`config.mk`:
```
export PLATFORM = sky130hd
export DESIGN_NAME = usart_spi
export DESIGN_NICKNAME = d
export VERILOG_FILES = /design/src/rtl/usart_spi_pkg.sv /design/src/rtl/usart_spi.sv
export SDC_FILE = /design/constraint.sdc
export NUM_CORES = 1
export LEC_CHECK = 0
export ABC_CLOCK_PERIOD_IN_PS = 13900
export BUFFER_PORTS_ARGS = -buffer_cell sky130_fd_sc_hd__buf_4
export CAP_MARGIN = 30
export CORE_ASPECT_RATIO = 0.5
export CORE_MARGIN = 2
export CORE_UTILIZATION = 45
export CTS_BUF_LIST = sky130_fd_sc_hd__clkbuf_2 sky130_fd_sc_hd__clkbuf_4 sky130_fd_sc_hd__clkbuf_8
export CTS_CLUSTER_DIAMETER = 60
export CTS_CLUSTER_SIZE = 10
export DETAILED_ROUTE_END_ITERATION = 6
export GPL_ROUTABILITY_DRIVEN = 0
export GPL_TIMING_DRIVEN = 1
export MAX_ROUTING_LAYER = met4
export REMOVE_ABC_BUFFERS = 1
export SYNTH_ARGS = -nofsm -noshare
export SYNTH_HDL_FRONTEND = slang
export SYNTH_SLANG_ARGS = --single-unit
```
`constraint.sdc`:
```
create_clock -name CLK -period 13.9 [get_ports CLK]
set_input_delay 2.78 -clock CLK [delete_from_list [all_inputs] [get_ports CLK]]
set_output_delay 2.78 -clock CLK [all_outputs]
set_load 0.05 [all_outputs]
```
`src/rtl/usart_spi_pkg.sv`:
```
package usart_spi_pkg;

    // ************************************************************
    // Register indices (byte address is four times the index)
    // ************************************************************
    localparam logic [3:0] IDX_CONTROL = 4'h0;
    localparam logic [3:0] IDX_TX_CONTROL = 4'h1;
    localparam logic [3:0] IDX_RX_CONTROL = 4'h2;
    localparam logic [3:0] IDX_MODULATION = 4'h3;
    localparam logic [3:0] IDX_DIVISOR_LOW = 4'h4;
    localparam logic [3:0] IDX_DIVISOR_HIGH = 4'h5;
    localparam logic [3:0] IDX_RX_BUFFER = 4'h6;
    localparam logic [3:0] IDX_TX_BUFFER = 4'h7;
    localparam logic [3:0] IDX_MODULE_EN_ONE = 4'h8;
    localparam logic [3:0] IDX_MODULE_EN_TWO = 4'h9;
    localparam logic [3:0] IDX_IRQ_EN_ONE = 4'hA;
    localparam logic [3:0] IDX_IRQ_FLAGS = 4'hB;

    // ************************************************************
    // Field positions
    // ************************************************************
    localparam int POS_PHASE = 7;
    localparam int POS_POLARITY = 6;
    localparam int POS_SRC_HI = 5;
    localparam int POS_SRC_LO = 4;
    localparam int POS_SS_CONTROL = 1;
    localparam int POS_TX_EMPTY = 0;
    localparam int POS_CONFLICT = 7;
    localparam int POS_OVERRUN = 5;
    localparam int POS_SPI_EN_FIRST = 6;
    localparam int POS_SPI_EN_SECOND = 4;
    localparam int POS_TX_IRQ = 7;
    localparam int POS_RX_IRQ = 6;

    // ************************************************************
    // Reset values and encodings
    // ************************************************************
    localparam logic [7:0] CONTROL_RST = 8'h01;
    localparam logic [7:0] TX_CONTROL_RST = 8'h01;
    localparam logic [7:0] RX_CONTROL_RST = 8'h00;
    localparam logic [7:0] BYTE_RST = 8'h00;
    localparam logic [1:0] SRC_EXTERNAL = 2'h0;
    localparam logic [1:0] SRC_AUX = 2'h1;
    localparam logic [4:0] BITS_SEVEN = 5'h07;
    localparam logic [4:0] BITS_EIGHT = 5'h08;

    typedef enum {ST_IDLE, ST_SHIFT} xfer_state_e;

    // Control register layout; bit 5 is not implemented
    typedef struct packed {
        logic [1:0] spare;
        logic char8;
        logic listen;
        logic sync;
        logic master;
        logic soft_reset;
    } control_s;

endpackage

```
`src/rtl/usart_spi.sv`:
```
// The APB interface to the registers and the register offsets are this design's own decisions.
`timescale 1ns/1ps
module usart_spi
    import usart_spi_pkg::*;
#(
    parameter int ADDR_W = 12,
    parameter bit SECOND_INSTANCE = 1'b0
) (
    // Clock and reset
    input wire logic CLK,
    input wire logic RST,
    // APB slave
    input wire logic PSEL,
    input wire logic PENABLE,
    input wire logic PWRITE,
    input wire logic [ADDR_W-1:0] PADDR,
    input wire logic [31:0] PWDATA,
    output logic [31:0] PRDATA,
    output logic PREADY,
    output logic PSLVERR,
    // Auxiliary clock as a one-cycle tick
    input wire logic AUX_CLK_TICK,
    // Serial clock pin
    input wire logic SPI_SERIAL_CLOCK_I,
    output logic SPI_SERIAL_CLOCK_O,
    output logic SPI_SERIAL_CLOCK_OE,
    // Master-out data pin
    input wire logic MOSI_I,
    output logic MOSI_O,
    output logic MOSI_OE,
    // Master-in data pin
    input wire logic MISO_I,
    output logic MISO_O,
    output logic MISO_OE,
    // Slave-select pin, active low
    input wire logic SLAVE_SELECT_PIN_N
);

    // ************************************************************
    // Register state
    // ************************************************************
    control_s control_reg;
    logic [7:1] tx_control_reg;
    logic conflict_reg;
    logic overrun_reg;
    logic [7:0] divisor_low_reg;
    logic [7:0] divisor_high_reg;
    logic [7:0] modulation_reg;
    logic [7:0] rx_buffer_reg;
    logic [7:0] tx_buffer_reg;
    logic tx_full_reg;
    logic [7:0] module_en_one_reg;
    logic [7:0] module_en_two_reg;
    logic [7:0] irq_en_one_reg;
    logic tx_irq_reg;
    logic rx_irq_reg;
    logic [31:0] rdata_reg;
    logic ready_reg;
    logic slverr_reg;

    // ************************************************************
    // Engine state
    // ************************************************************
    xfer_state_e state_reg;
    logic sclk_level_reg;
    logic [15:0] div_cnt_reg;
    logic [4:0] edge_cnt_reg;
    logic lead_reg;
    logic [7:0] tx_shift_reg;
    logic [7:0] rx_shift_reg;
    logic data_out_reg;
    logic ss_prev_reg;
    logic sclk_prev_reg;
    logic sclk_oe_reg;
    logic mosi_oe_reg;
    logic miso_oe_reg;

    // ************************************************************
    // Bus decode
    // ************************************************************
    logic [3:0] idx;
    logic mapped;
    logic access;
    logic wr_fire;
    logic rd_fire;
    logic [7:0] wbyte;
    logic [7:0] rbyte;

    assign idx = PADDR[5:2];
    assign mapped = (PADDR[ADDR_W-1:6] == '0) && (PADDR[1:0] == 2'h0) && (idx <= IDX_IRQ_FLAGS);
    assign access = PSEL && PENABLE && ready_reg;
    assign wr_fire = access && PWRITE && mapped;
    assign rd_fire = access && !PWRITE && mapped;
    assign wbyte = PWDATA[7:0];

    // ************************************************************
    // Mode and engine decode
    // ************************************************************
    logic spi_on;
    logic four_pin;
    logic ss_active;
    logic master_block;
    logic [1:0] src_sel;
    logic bitrate_source_clock_tick;
    logic [15:0] divisor;
    logic [15:0] half_div;
    logic master_edge;
    logic slave_edge;
    logic sclk_edge;
    logic capture;
    logic change;
    logic [4:0] nbits;
    logic last_edge;
    logic rx_done;
    logic master_start;
    logic slave_load;
    logic load;
    logic rx_in;
    logic abort;
    logic tx_empty;
    logic [7:0] rx_char;

    // Enable comes from this instance's module enable bit
    assign spi_on = (SECOND_INSTANCE ? module_en_two_reg[POS_SPI_EN_SECOND]
                                     : module_en_one_reg[POS_SPI_EN_FIRST])
                    && control_reg.sync && !control_reg.soft_reset;
    assign four_pin = !tx_control_reg[POS_SS_CONTROL];
    assign ss_active = !four_pin || !SLAVE_SELECT_PIN_N;
    // A low select in 4-pin master mode means another master owns the bus
    assign master_block = control_reg.master && four_pin && !SLAVE_SELECT_PIN_N;
    assign src_sel = tx_control_reg[POS_SRC_HI:POS_SRC_LO];
    // Sub-main clock is the system clock itself, so it ticks every cycle
    assign bitrate_source_clock_tick = (src_sel == SRC_AUX) ? AUX_CLK_TICK : src_sel[1];
    assign divisor = {divisor_high_reg, divisor_low_reg};
    assign half_div = {1'b0, divisor[15:1]};

    // Two serial clock edges per divisor period; divisors below two are undefined
    assign master_edge = control_reg.master && (state_reg == ST_SHIFT) && bitrate_source_clock_tick && !master_block
                         && ((div_cnt_reg == half_div - 16'h0001) || (div_cnt_reg == divisor - 16'h0001));
    assign slave_edge = !control_reg.master && ss_active && (SPI_SERIAL_CLOCK_I != sclk_prev_reg);
    assign sclk_edge = spi_on && (control_reg.master ? master_edge : slave_edge);
    assign capture = sclk_edge && (tx_control_reg[POS_PHASE] ? lead_reg : !lead_reg);
    assign change = sclk_edge && !capture;
    assign nbits = control_reg.char8 ? BITS_EIGHT : BITS_SEVEN;
    assign last_edge = edge_cnt_reg == {nbits[3:0], 1'b0} - 5'h01;
    assign rx_done = capture && ({1'b0, edge_cnt_reg[4:1]} == nbits - 5'h01);

    assign master_start = control_reg.master && (state_reg == ST_IDLE) && tx_full_reg && spi_on
                          && !master_block && (src_sel != SRC_EXTERNAL);
    assign slave_load = !control_reg.master && (state_reg == ST_IDLE) && tx_full_reg && spi_on;
    assign load = master_start || slave_load;
    assign abort = control_reg.soft_reset || (!control_reg.master && !ss_active);

    // Loopback takes our own output in place of the pin
    assign rx_in = control_reg.listen ? data_out_reg
                 : (control_reg.master ? MISO_I : MOSI_I);
    assign rx_char = control_reg.char8 ? {rx_shift_reg[6:0], rx_in}
                                       : {1'b0, rx_shift_reg[5:0], rx_in};
    assign tx_empty = !tx_full_reg && (state_reg == ST_IDLE);

    // ************************************************************
    // APB answer: one wait state, then data and error
    // ************************************************************
    always_comb begin
        rbyte = 8'h00;
        unique case (idx)
            IDX_CONTROL: rbyte = {control_reg.spare, 1'b0, control_reg.char8, control_reg.listen,
                                  control_reg.sync, control_reg.master, control_reg.soft_reset};
            IDX_TX_CONTROL: rbyte = {tx_control_reg, tx_empty};
            IDX_RX_CONTROL: rbyte = {conflict_reg, 1'b0, overrun_reg, 5'h00};
            IDX_MODULATION: rbyte = modulation_reg;
            IDX_DIVISOR_LOW: rbyte = divisor_low_reg;
            IDX_DIVISOR_HIGH: rbyte = divisor_high_reg;
            IDX_RX_BUFFER: rbyte = rx_buffer_reg;
            IDX_TX_BUFFER: rbyte = tx_buffer_reg;
            IDX_MODULE_EN_ONE: rbyte = module_en_one_reg;
            IDX_MODULE_EN_TWO: rbyte = module_en_two_reg;
            IDX_IRQ_EN_ONE: rbyte = irq_en_one_reg;
            IDX_IRQ_FLAGS: rbyte = {tx_irq_reg, rx_irq_reg, 6'h00};
            default: rbyte = 8'h00;
        endcase
    end

    always_ff @(posedge CLK or posedge RST) begin
        if (RST) begin
            ready_reg <= 1'b0;
            rdata_reg <= 32'h00000000;
            slverr_reg <= 1'b0;
        end else begin
            ready_reg <= PSEL && PENABLE && !ready_reg;
            rdata_reg <= {24'h000000, (mapped ? rbyte : 8'h00)};
            slverr_reg <= PSEL && PENABLE && !ready_reg && !mapped;
        end
    end

    // ************************************************************
    // Configuration registers
    // ************************************************************
    always_ff @(posedge CLK or posedge RST) begin
        if (RST) begin
            control_reg <= control_s'({CONTROL_RST[7:6], CONTROL_RST[4:0]});
            tx_control_reg <= TX_CONTROL_RST[7:1];
            divisor_low_reg <= BYTE_RST;
            divisor_high_reg <= BYTE_RST;
            modulation_reg <= BYTE_RST;
            module_en_one_reg <= BYTE_RST;
            module_en_two_reg <= BYTE_RST;
        end else if (wr_fire) begin
            unique case (idx)
                IDX_CONTROL: control_reg <= {wbyte[7:6], wbyte[4:0]};
                IDX_TX_CONTROL: tx_control_reg <= wbyte[7:1];
                IDX_DIVISOR_LOW: divisor_low_reg <= wbyte;
                IDX_DIVISOR_HIGH: divisor_high_reg <= wbyte;
                IDX_MODULATION: modulation_reg <= wbyte;
                IDX_MODULE_EN_ONE: module_en_one_reg <= wbyte;
                IDX_MODULE_EN_TWO: module_en_two_reg <= wbyte;
                default: ;
            endcase
        end
    end

    // The transmit and receive interrupt enables (bits 7:6) are dropped while soft reset is held; a write in the same cycle wins
    always_ff @(posedge CLK or posedge RST) begin
        if (RST) begin
            irq_en_one_reg <= BYTE_RST;
        end else if (wr_fire && idx == IDX_IRQ_EN_ONE) begin
            irq_en_one_reg <= wbyte;
        end else if (control_reg.soft_reset) begin
            irq_en_one_reg[POS_TX_IRQ:POS_RX_IRQ] <= 2'h0;
        end
    end

    // ************************************************************
    // Transmit buffer and transmit flag
    // ************************************************************
    always_ff @(posedge CLK or posedge RST) begin
        if (RST) begin
            tx_buffer_reg <= BYTE_RST;
            tx_full_reg <= 1'b0;
        end else if (control_reg.soft_reset) begin
            tx_full_reg <= 1'b0;
        end else if (wr_fire && idx == IDX_TX_BUFFER) begin
            tx_buffer_reg <= wbyte;
            tx_full_reg <= 1'b1;
        end else if (load) begin
            tx_full_reg <= 1'b0;
        end
    end

    // Set wins over a clear in the same cycle
    always_ff @(posedge CLK or posedge RST) begin
        if (RST) begin
            tx_irq_reg <= 1'b1;
        end else if (control_reg.soft_reset || load) begin
            tx_irq_reg <= 1'b1;
        end else if (wr_fire && idx == IDX_TX_BUFFER) begin
            tx_irq_reg <= 1'b0;
        end else if (wr_fire && idx == IDX_IRQ_FLAGS) begin
            tx_irq_reg <= wbyte[POS_TX_IRQ];
        end
    end

    // ************************************************************
    // Receive buffer, receive flag, overrun and conflict
    // ************************************************************
    always_ff @(posedge CLK or posedge RST) begin
        if (RST) begin
            rx_buffer_reg <= BYTE_RST;
        end else if (rx_done) begin
            rx_buffer_reg <= rx_char;
        end
    end

    always_ff @(posedge CLK or posedge RST) begin
        if (RST) begin
            rx_irq_reg <= 1'b0;
        end else if (control_reg.soft_reset) begin
            rx_irq_reg <= 1'b0;
        end else if (rx_done) begin
            rx_irq_reg <= 1'b1;
        end else if (rd_fire && idx == IDX_RX_BUFFER) begin
            rx_irq_reg <= 1'b0;
        end else if (wr_fire && idx == IDX_IRQ_FLAGS) begin
            rx_irq_reg <= wbyte[POS_RX_IRQ];
        end
    end

    always_ff @(posedge CLK or posedge RST) begin
        if (RST) begin
            overrun_reg <= 1'b0;
        end else if (control_reg.soft_reset) begin
            overrun_reg <= 1'b0;
        end else if (rx_done && rx_irq_reg) begin
            overrun_reg <= 1'b1;
        end else if (rd_fire && idx == IDX_RX_BUFFER) begin
            overrun_reg <= 1'b0;
        end else if (wr_fire && idx == IDX_RX_CONTROL) begin
            overrun_reg <= wbyte[POS_OVERRUN];
        end
    end

    always_ff @(posedge CLK or posedge RST) begin
        if (RST) begin
            conflict_reg <= 1'b0;
            ss_prev_reg <= 1'b1;
        end else begin
            ss_prev_reg <= SLAVE_SELECT_PIN_N;
            if (control_reg.master && four_pin && ss_prev_reg && !SLAVE_SELECT_PIN_N) begin
                conflict_reg <= 1'b1;
            end else if (wr_fire && idx == IDX_RX_CONTROL) begin
                conflict_reg <= wbyte[POS_CONFLICT];
            end
        end
    end

    // ************************************************************
    // Transfer sequencing
    // ************************************************************
    // Clearing the enable blocks new starts and stops the serial clock edges of a transfer in progress; soft reset aborts at once
    always_ff @(posedge CLK or posedge RST) begin
        if (RST) begin
            state_reg <= ST_IDLE;
            edge_cnt_reg <= 5'h00;
            lead_reg <= 1'b1;
        end else if (abort) begin
            state_reg <= ST_IDLE;
            edge_cnt_reg <= 5'h00;
            lead_reg <= 1'b1;
        end else if (master_start) begin
            state_reg <= ST_SHIFT;
            edge_cnt_reg <= 5'h00;
            lead_reg <= 1'b1;
        end else if (sclk_edge) begin
            if (last_edge) begin
                state_reg <= ST_IDLE;
                edge_cnt_reg <= 5'h00;
                lead_reg <= 1'b1;
            end else begin
                state_reg <= ST_SHIFT;
                edge_cnt_reg <= edge_cnt_reg + 5'h01;
                lead_reg <= !lead_reg;
            end
        end
    end

    // Bit-rate divider runs on source ticks only while shifting
    always_ff @(posedge CLK or posedge RST) begin
        if (RST) begin
            div_cnt_reg <= 16'h0000;
        end else if (state_reg != ST_SHIFT || !control_reg.master) begin
            div_cnt_reg <= 16'h0000;
        end else if (bitrate_source_clock_tick && !master_block) begin
            div_cnt_reg <= (div_cnt_reg >= divisor - 16'h0001) ? 16'h0000 : div_cnt_reg + 16'h0001;
        end
    end

    // Serial clock level rests at the polarity bit between characters
    always_ff @(posedge CLK or posedge RST) begin
        if (RST) begin
            sclk_level_reg <= 1'b0;
            sclk_prev_reg <= 1'b0;
        end else begin
            sclk_prev_reg <= SPI_SERIAL_CLOCK_I;
            if (state_reg == ST_IDLE || !control_reg.master) begin
                sclk_level_reg <= tx_control_reg[POS_POLARITY];
            end else if (sclk_edge) begin
                sclk_level_reg <= !sclk_level_reg;
            end
        end
    end

    // ************************************************************
    // Shift registers
    // ************************************************************
    always_ff @(posedge CLK or posedge RST) begin
        if (RST) begin
            tx_shift_reg <= BYTE_RST;
            data_out_reg <= 1'b0;
        end else if (load) begin
            if (tx_control_reg[POS_PHASE]) begin
                data_out_reg <= tx_buffer_reg[7];
                tx_shift_reg <= {tx_buffer_reg[6:0], 1'b0};
            end else begin
                tx_shift_reg <= tx_buffer_reg;
            end
        end else if (change) begin
            data_out_reg <= tx_shift_reg[7];
            tx_shift_reg <= {tx_shift_reg[6:0], 1'b0};
        end
    end

    always_ff @(posedge CLK or posedge RST) begin
        if (RST) begin
            rx_shift_reg <= BYTE_RST;
        end else if (capture) begin
            rx_shift_reg <= {rx_shift_reg[6:0], rx_in};
        end
    end

    // ************************************************************
    // Pin drive enables, registered so pins never glitch
    // ************************************************************
    always_ff @(posedge CLK or posedge RST) begin
        if (RST) begin
            sclk_oe_reg <= 1'b0;
            mosi_oe_reg <= 1'b0;
            miso_oe_reg <= 1'b0;
        end else begin
            sclk_oe_reg <= spi_on && control_reg.master && !master_block;
            mosi_oe_reg <= spi_on && control_reg.master && !master_block;
            miso_oe_reg <= spi_on && !control_reg.master && ss_active;
        end
    end

    assign PRDATA = rdata_reg;
    assign PREADY = ready_reg;
    assign PSLVERR = slverr_reg;
    assign SPI_SERIAL_CLOCK_O = sclk_level_reg;
    assign SPI_SERIAL_CLOCK_OE = sclk_oe_reg;
    assign MOSI_O = data_out_reg;
    assign MOSI_OE = mosi_oe_reg;
    assign MISO_O = data_out_reg;
    assign MISO_OE = miso_oe_reg;

endmodule // usart_spi

```
* Word level (Yosys, flattened, before mapping)
Index checks and enable logic that the tools add are counted.
** Word-level totals
- Bits in registers :: 168
- Bits of input ports :: 54
- Output and inout bits :: 40
- Word-level logic and storage cells :: 206
** Operators by class
- Add/sub/neg operators :: 6
- Order comparisons :: 2
- Equal/unequal tests :: 20
- Muxes and demuxes :: 50
- Bitwise operators :: 1
- Reductions and logical operators :: 91
** Operators with widths (number)
- 32-bit two-way mux :: 3
- 8-bit one-hot mux with 12 select lines :: 1
- 16-bit two-way mux :: 3
- 1-bit logical AND :: 47
- 8-bit two-way mux :: 5
- 16-bit equality test :: 2
- 32-bit by 2-bit equality test with 1-bit output (second input constant) :: 1
- 32-bit logical NOT :: 1
- 32-bit by 2-bit != test with 1-bit output (second input constant) :: 1
- 1-bit two-way mux :: 31
- 5-bit two-way mux :: 4
- 2-bit AND reduction :: 9
- 16-bit by 1-bit adder with 16-bit output (second input constant) :: 1
- 4-bit by 3-bit equality test with 1-bit output (second input constant) :: 4
- 4-bit equality test (second input constant) :: 4
- 16-bit >= comparator :: 1
- 15-bit by 1-bit subtractor with 16-bit output (second input constant) :: 1
- 16-bit by 1-bit subtractor with 16-bit output (second input constant) :: 1
- 1-bit logical NOT :: 13
- 2-bit nonzero test :: 6
- 3-bit nonzero test :: 3
- 4-bit by 2-bit equality test with 1-bit output (second input constant) :: 2
- 4-bit nonzero test :: 2
- 1-bit logical OR :: 7
- 16 further kinds :: 17

* Longest topological paths before layout
- Word-level depth :: 13
- Gate-level depth with buffers :: 16
- Depth with buffers taken out :: 14

* Least setup slack after synthesis
Ideal clock, no wire load.
- Path type :: input -> register
- Start point :: input port PADDR[6]
- End point :: register irq_en_one_reg[0]
- Setup time :: 125 ps
- Arrival time :: 4577 ps
- Data required time :: 13775 ps
- Setup slack :: 9198 ps
- Stages :: 7
- Buffers on the path :: 1
- Cell sequence :: nor4_1 > and3_1 > and4_1 > clkbuf_1 > nand2_1 > nor2_1 > mux2_2
** Between the ends
- Longest elaborated chain between the ends :: 5
** RTL lines
- start: declaration :: RTL line usart_spi.sv:16 : input wire logic [ADDR_W-1:0] PADDR,
- 6-bit logical NOT :: RTL line usart_spi.sv:90 : assign mapped = (PADDR[ADDR_W-1:6] == '0) && (PADDR[1:0] == 2'h0) && (idx <= IDX_IRQ_FLAGS);
- 1-bit logical AND (2 in a row) :: RTL line usart_spi.sv:90
- 1-bit logical AND :: RTL line usart_spi.sv:92 : assign wr_fire = access && PWRITE && mapped;
- 1-bit logical AND :: RTL line usart_spi.sv:226 : end else if (wr_fire && idx == IDX_IRQ_EN_ONE) begin
- end signal: assignment :: RTL line usart_spi.sv:227 : irq_en_one_reg <= wbyte;
- end: declaration :: RTL line usart_spi.sv:54 : logic [7:0] irq_en_one_reg;
No other way between the ends.
A chain may end at the register's enable or synchronous reset.

* Worst setup path after layout
- Start point :: input port PADDR[5]
- End point :: register irq_en_one_reg[4]
** Between the ends
- Longest elaborated chain between the ends :: 4
- Elaborated cells on any way between the ends :: 5
- Classes of those cells :: order compare (1); eq/ne (1); reduce/logical (3)
** RTL lines (RTL line)
- 4-bit less-or-equal comparator :: usart_spi.sv:90
- 1-bit logical AND :: usart_spi.sv:90
- 1-bit logical AND :: usart_spi.sv:92
- 1-bit logical AND * :: usart_spi.sv:226
Mark *: on every way between the ends. The rest lies on a longest branch, timed or not.

==> flow_metrics.env <==
export IMPL_drv_cap=0
export IMPL_slew_headroom_pct=30.3
export IMPL_p_per_area_nw_per_um2=95.4
export IMPL_crit_fanout=24
export IMPL_netlist_instances=767
export IMPL_run_status="complete, no violations"
export IMPL_min_period_over_period_pct=34.9
export IMPL_dp_slack_ns=8.64
export IMPL_cts_hold_buf=0
export IMPL_leakage_nw=4.22
export IMPL_async_flop_share_pct=100
export IMPL_vias_per_cell=5.82
export IMPL_post_cts_resized=0
export IMPL_synth_most_common_cell="dfrtp_1"
export IMPL_yosysSeqAreaShare_pct=43.4
export IMPL_min_period_ns=4.85
export IMPL_drt_iter0_drc=341
export IMPL_finalNetCount=862
export IMPL_grt_max_degree=82
export IMPL_cp_required_ns=14.22
export IMPL_rsz0062_at_grt="no"
export IMPL_clock_sinks=137
export IMPL_cp_arrival_ns=5.17
export IMPL_wirelength_mm=20.3
export IMPL_htreeDepth=4
export IMPL_grt_overflow=0
export IMPL_path_clk_slew_ns=0.10
export IMPL_worst_setup_path_start_kind="primary input"
export IMPL_cp_slowest_cell="nor2b_1"
export IMPL_ys_ff_latch=137
export IMPL_critPathKind="in -> reg"
export IMPL_skew_ns=0.0154
export IMPL_start_util_pct=45.8
export IMPL_setup_viol=0
export IMPL_io_buffers=45
export IMPL_rr_worst_depth=15
export IMPL_yosys_area_top_type="dfrtp_1"
export IMPL_whs_path_depth=1
export IMPL_synth_cell_type_count=70
export IMPL_setup_slack_ns=9.05
export IMPL_dr_total_vias=6018
export IMPL_utilization_pct=50.5
export IMPL_drive_above_1_share_pct=24.0
export IMPL_num_rows=34
export IMPL_largest_reg_flops=16
export IMPL_hpwlAfterDp_mm=14.1
export IMPL_rr_startpoint="divisor_low_reg[2]"
export IMPL_path_buf_inv=1
export IMPL_r2r_slack_ns=9.67
export IMPL_hold_start="PREADY"
export IMPL_yosysTopAreaCellShare_pct=42.1
export IMPL_setup_tns_ns=0
export IMPL_fmax_mhz=206
export IMPL_syn_to_final_growth_pct=10.3
export IMPL_synth_edf_count=0
export IMPL_hp_class="reg -> reg"
export IMPL_netlist_area_um2=7910
export IMPL_cpLargestDelayFamily="simple AND/OR/NAND/NOR gates"
export IMPL_synth_top_cells_by_area="dfrtp_1 42%, mux2_2 13%, ha_1 3.3%, nor2_1 2.7%, xor2_1 2.7%"
export IMPL_insertion_delay_ns=0.45
export IMPL_critPathCaptureType="flop"
export IMPL_cts_tree="done"
export IMPL_slew_violations=0
export IMPL_wire_per_inst_um=19.6
export IMPL_drc_errors=0
export IMPL_cp_cell_sequence="buf_4 > nor2b_1 > nand2_1 > nor2_1 > mux2_2"
export IMPL_antenna_cells=0
export IMPL_drt_antenna_violating_nets=0
export IMPL_grt_pass1_wl_mm=33.0
export IMPL_hold_path_endpoint="PSLVERR"
export IMPL_rr_endpoint="rx_buffer_reg[1]"
export IMPL_synth_top_flop_cell="dfrtp_1"
export IMPL_cts_buffers=17
export IMPL_postSynthAreaPerCell_um2=10.3
export IMPL_cts_root_buf="clkbuf_8"
export IMPL_die_area_um2=18700
export IMPL_postCtsSetupBuffers=0
export IMPL_die_x_um=192
export IMPL_synth_common_cells="133 x dfrtp_1, 89 x mux2_2, 56 x nor2_1"
export IMPL_hold_viol_final=0
export IMPL_core_area_um2=17300
export IMPL_clock_tree_buffer_depth=2
export IMPL_ir_drop_mv=0.0569
export IMPL_pin_count=94
export IMPL_grt_pass1_vias=5976
export IMPL_fp_dieH_um=97.8
export IMPL_drtPass1Iterations=5
export IMPL_yosys_warnings=0
export IMPL_crit_path_max_incr_delay_ns=0.78
export IMPL_antenna_found_initial=0
export IMPL_worst_slew_pin_transition_ns=1.04
export IMPL_grt_use_total_pct=23.6
==> per-layer routing <==
| layer | share of wire (%) | vias to the layer above | track usage [%] |
|---|---|---|---|
| met1 | 48 | 3035 | 32.9 |
| met5 | 0 | - | - |
| li1 | - | 2782 | - |
| met3 | 5.0 | 22 | 4.42 |
| met4 | 1.2 | 0 | 6.75 |
| met2 | 46 | 179 | 35.2 |
==> layout make-up <==
class                      instances  area, um^2
clock buffer                      19         262
timing repair buffer              48         360
tap                              234         293
sequential                       137        3430
inverter                          15        61.3
multi-input combinational        568        4140
fill                            1628        8540
clock inverter                    13         180
==> power by group <==
part,internal [mW],total (mW),switching [mW]
Clock,0.193,0.373,0.181
Sequential,0.401,0.402,0.00156
Combinational,0.0123,0.0566,0.0443
==> cells by family after synthesis <==
logic type               Yosys count  share of synthesized area, %
AO/OA/AOI/OAI                    150                          13.0
XOR/XNOR                          42                          4.65
adder cells (fa/ha/maj)           21                          3.32
buffers and inverters             85                          5.54
flip-flops                       137                          43.4
multiplexers                     106                          15.3
other                              1                        0.0474
AND/OR/NAND/NOR                  225                          14.7
==> cells in the final DEF, fill, tap and decap left out, types with 6 or more instances in the layout <==
cell type,count
a21o_1,6
nor3b_1,7
buf_4,48
a31oi_1,15
mux2_2,89
nor2b_1,15
nor3_1,15
inv_1,14
xnor2_1,18
mux2i_1,14
a22oi_1,9
nand4_1,9
clkbuf_8,19
conb_1,24
nand2b_1,12
nor4_1,14
xor2_1,24
nor2_1,56
and3_1,11
ha_1,21
nand3_1,21
dfrtp_1,133
a211oi_1,6
a21oi_1,38
o21ai_0,24
nand2_1,48
==> worst max path at each step <==
stage / start / end / slack, ns / depth (start not counted)
global placement: AUX_CLK_TICK / rx_buffer_reg[0] / 8.65 / 9
detailed placement: AUX_CLK_TICK / rx_buffer_reg[5] / 8.64 / 9
global route: AUX_CLK_TICK / rx_buffer_reg[0] / 8.89 / 9
finish: PADDR[5] / irq_en_one_reg[4] / 9.05 / 5
CTS: AUX_CLK_TICK / rx_buffer_reg[1] / 9.12 / 9
floorplan: RST / MISO_O / 7.46 / 1
==> stage by stage <==
step                cell area (um^2)  total power, mW  hold WS [ns]  instances
finish                          8730            0.832         0.495       1034
global route                    8730            0.863         0.515       1034
CTS                             8730            0.839         0.498       1034
detailed placement              8290            0.467         0.475       1002
global placement                8290            0.467         0.471       1002
floorplan                       7610            0.442         0.453        720
Note: power is estimated with default switching activity, not from simulation.
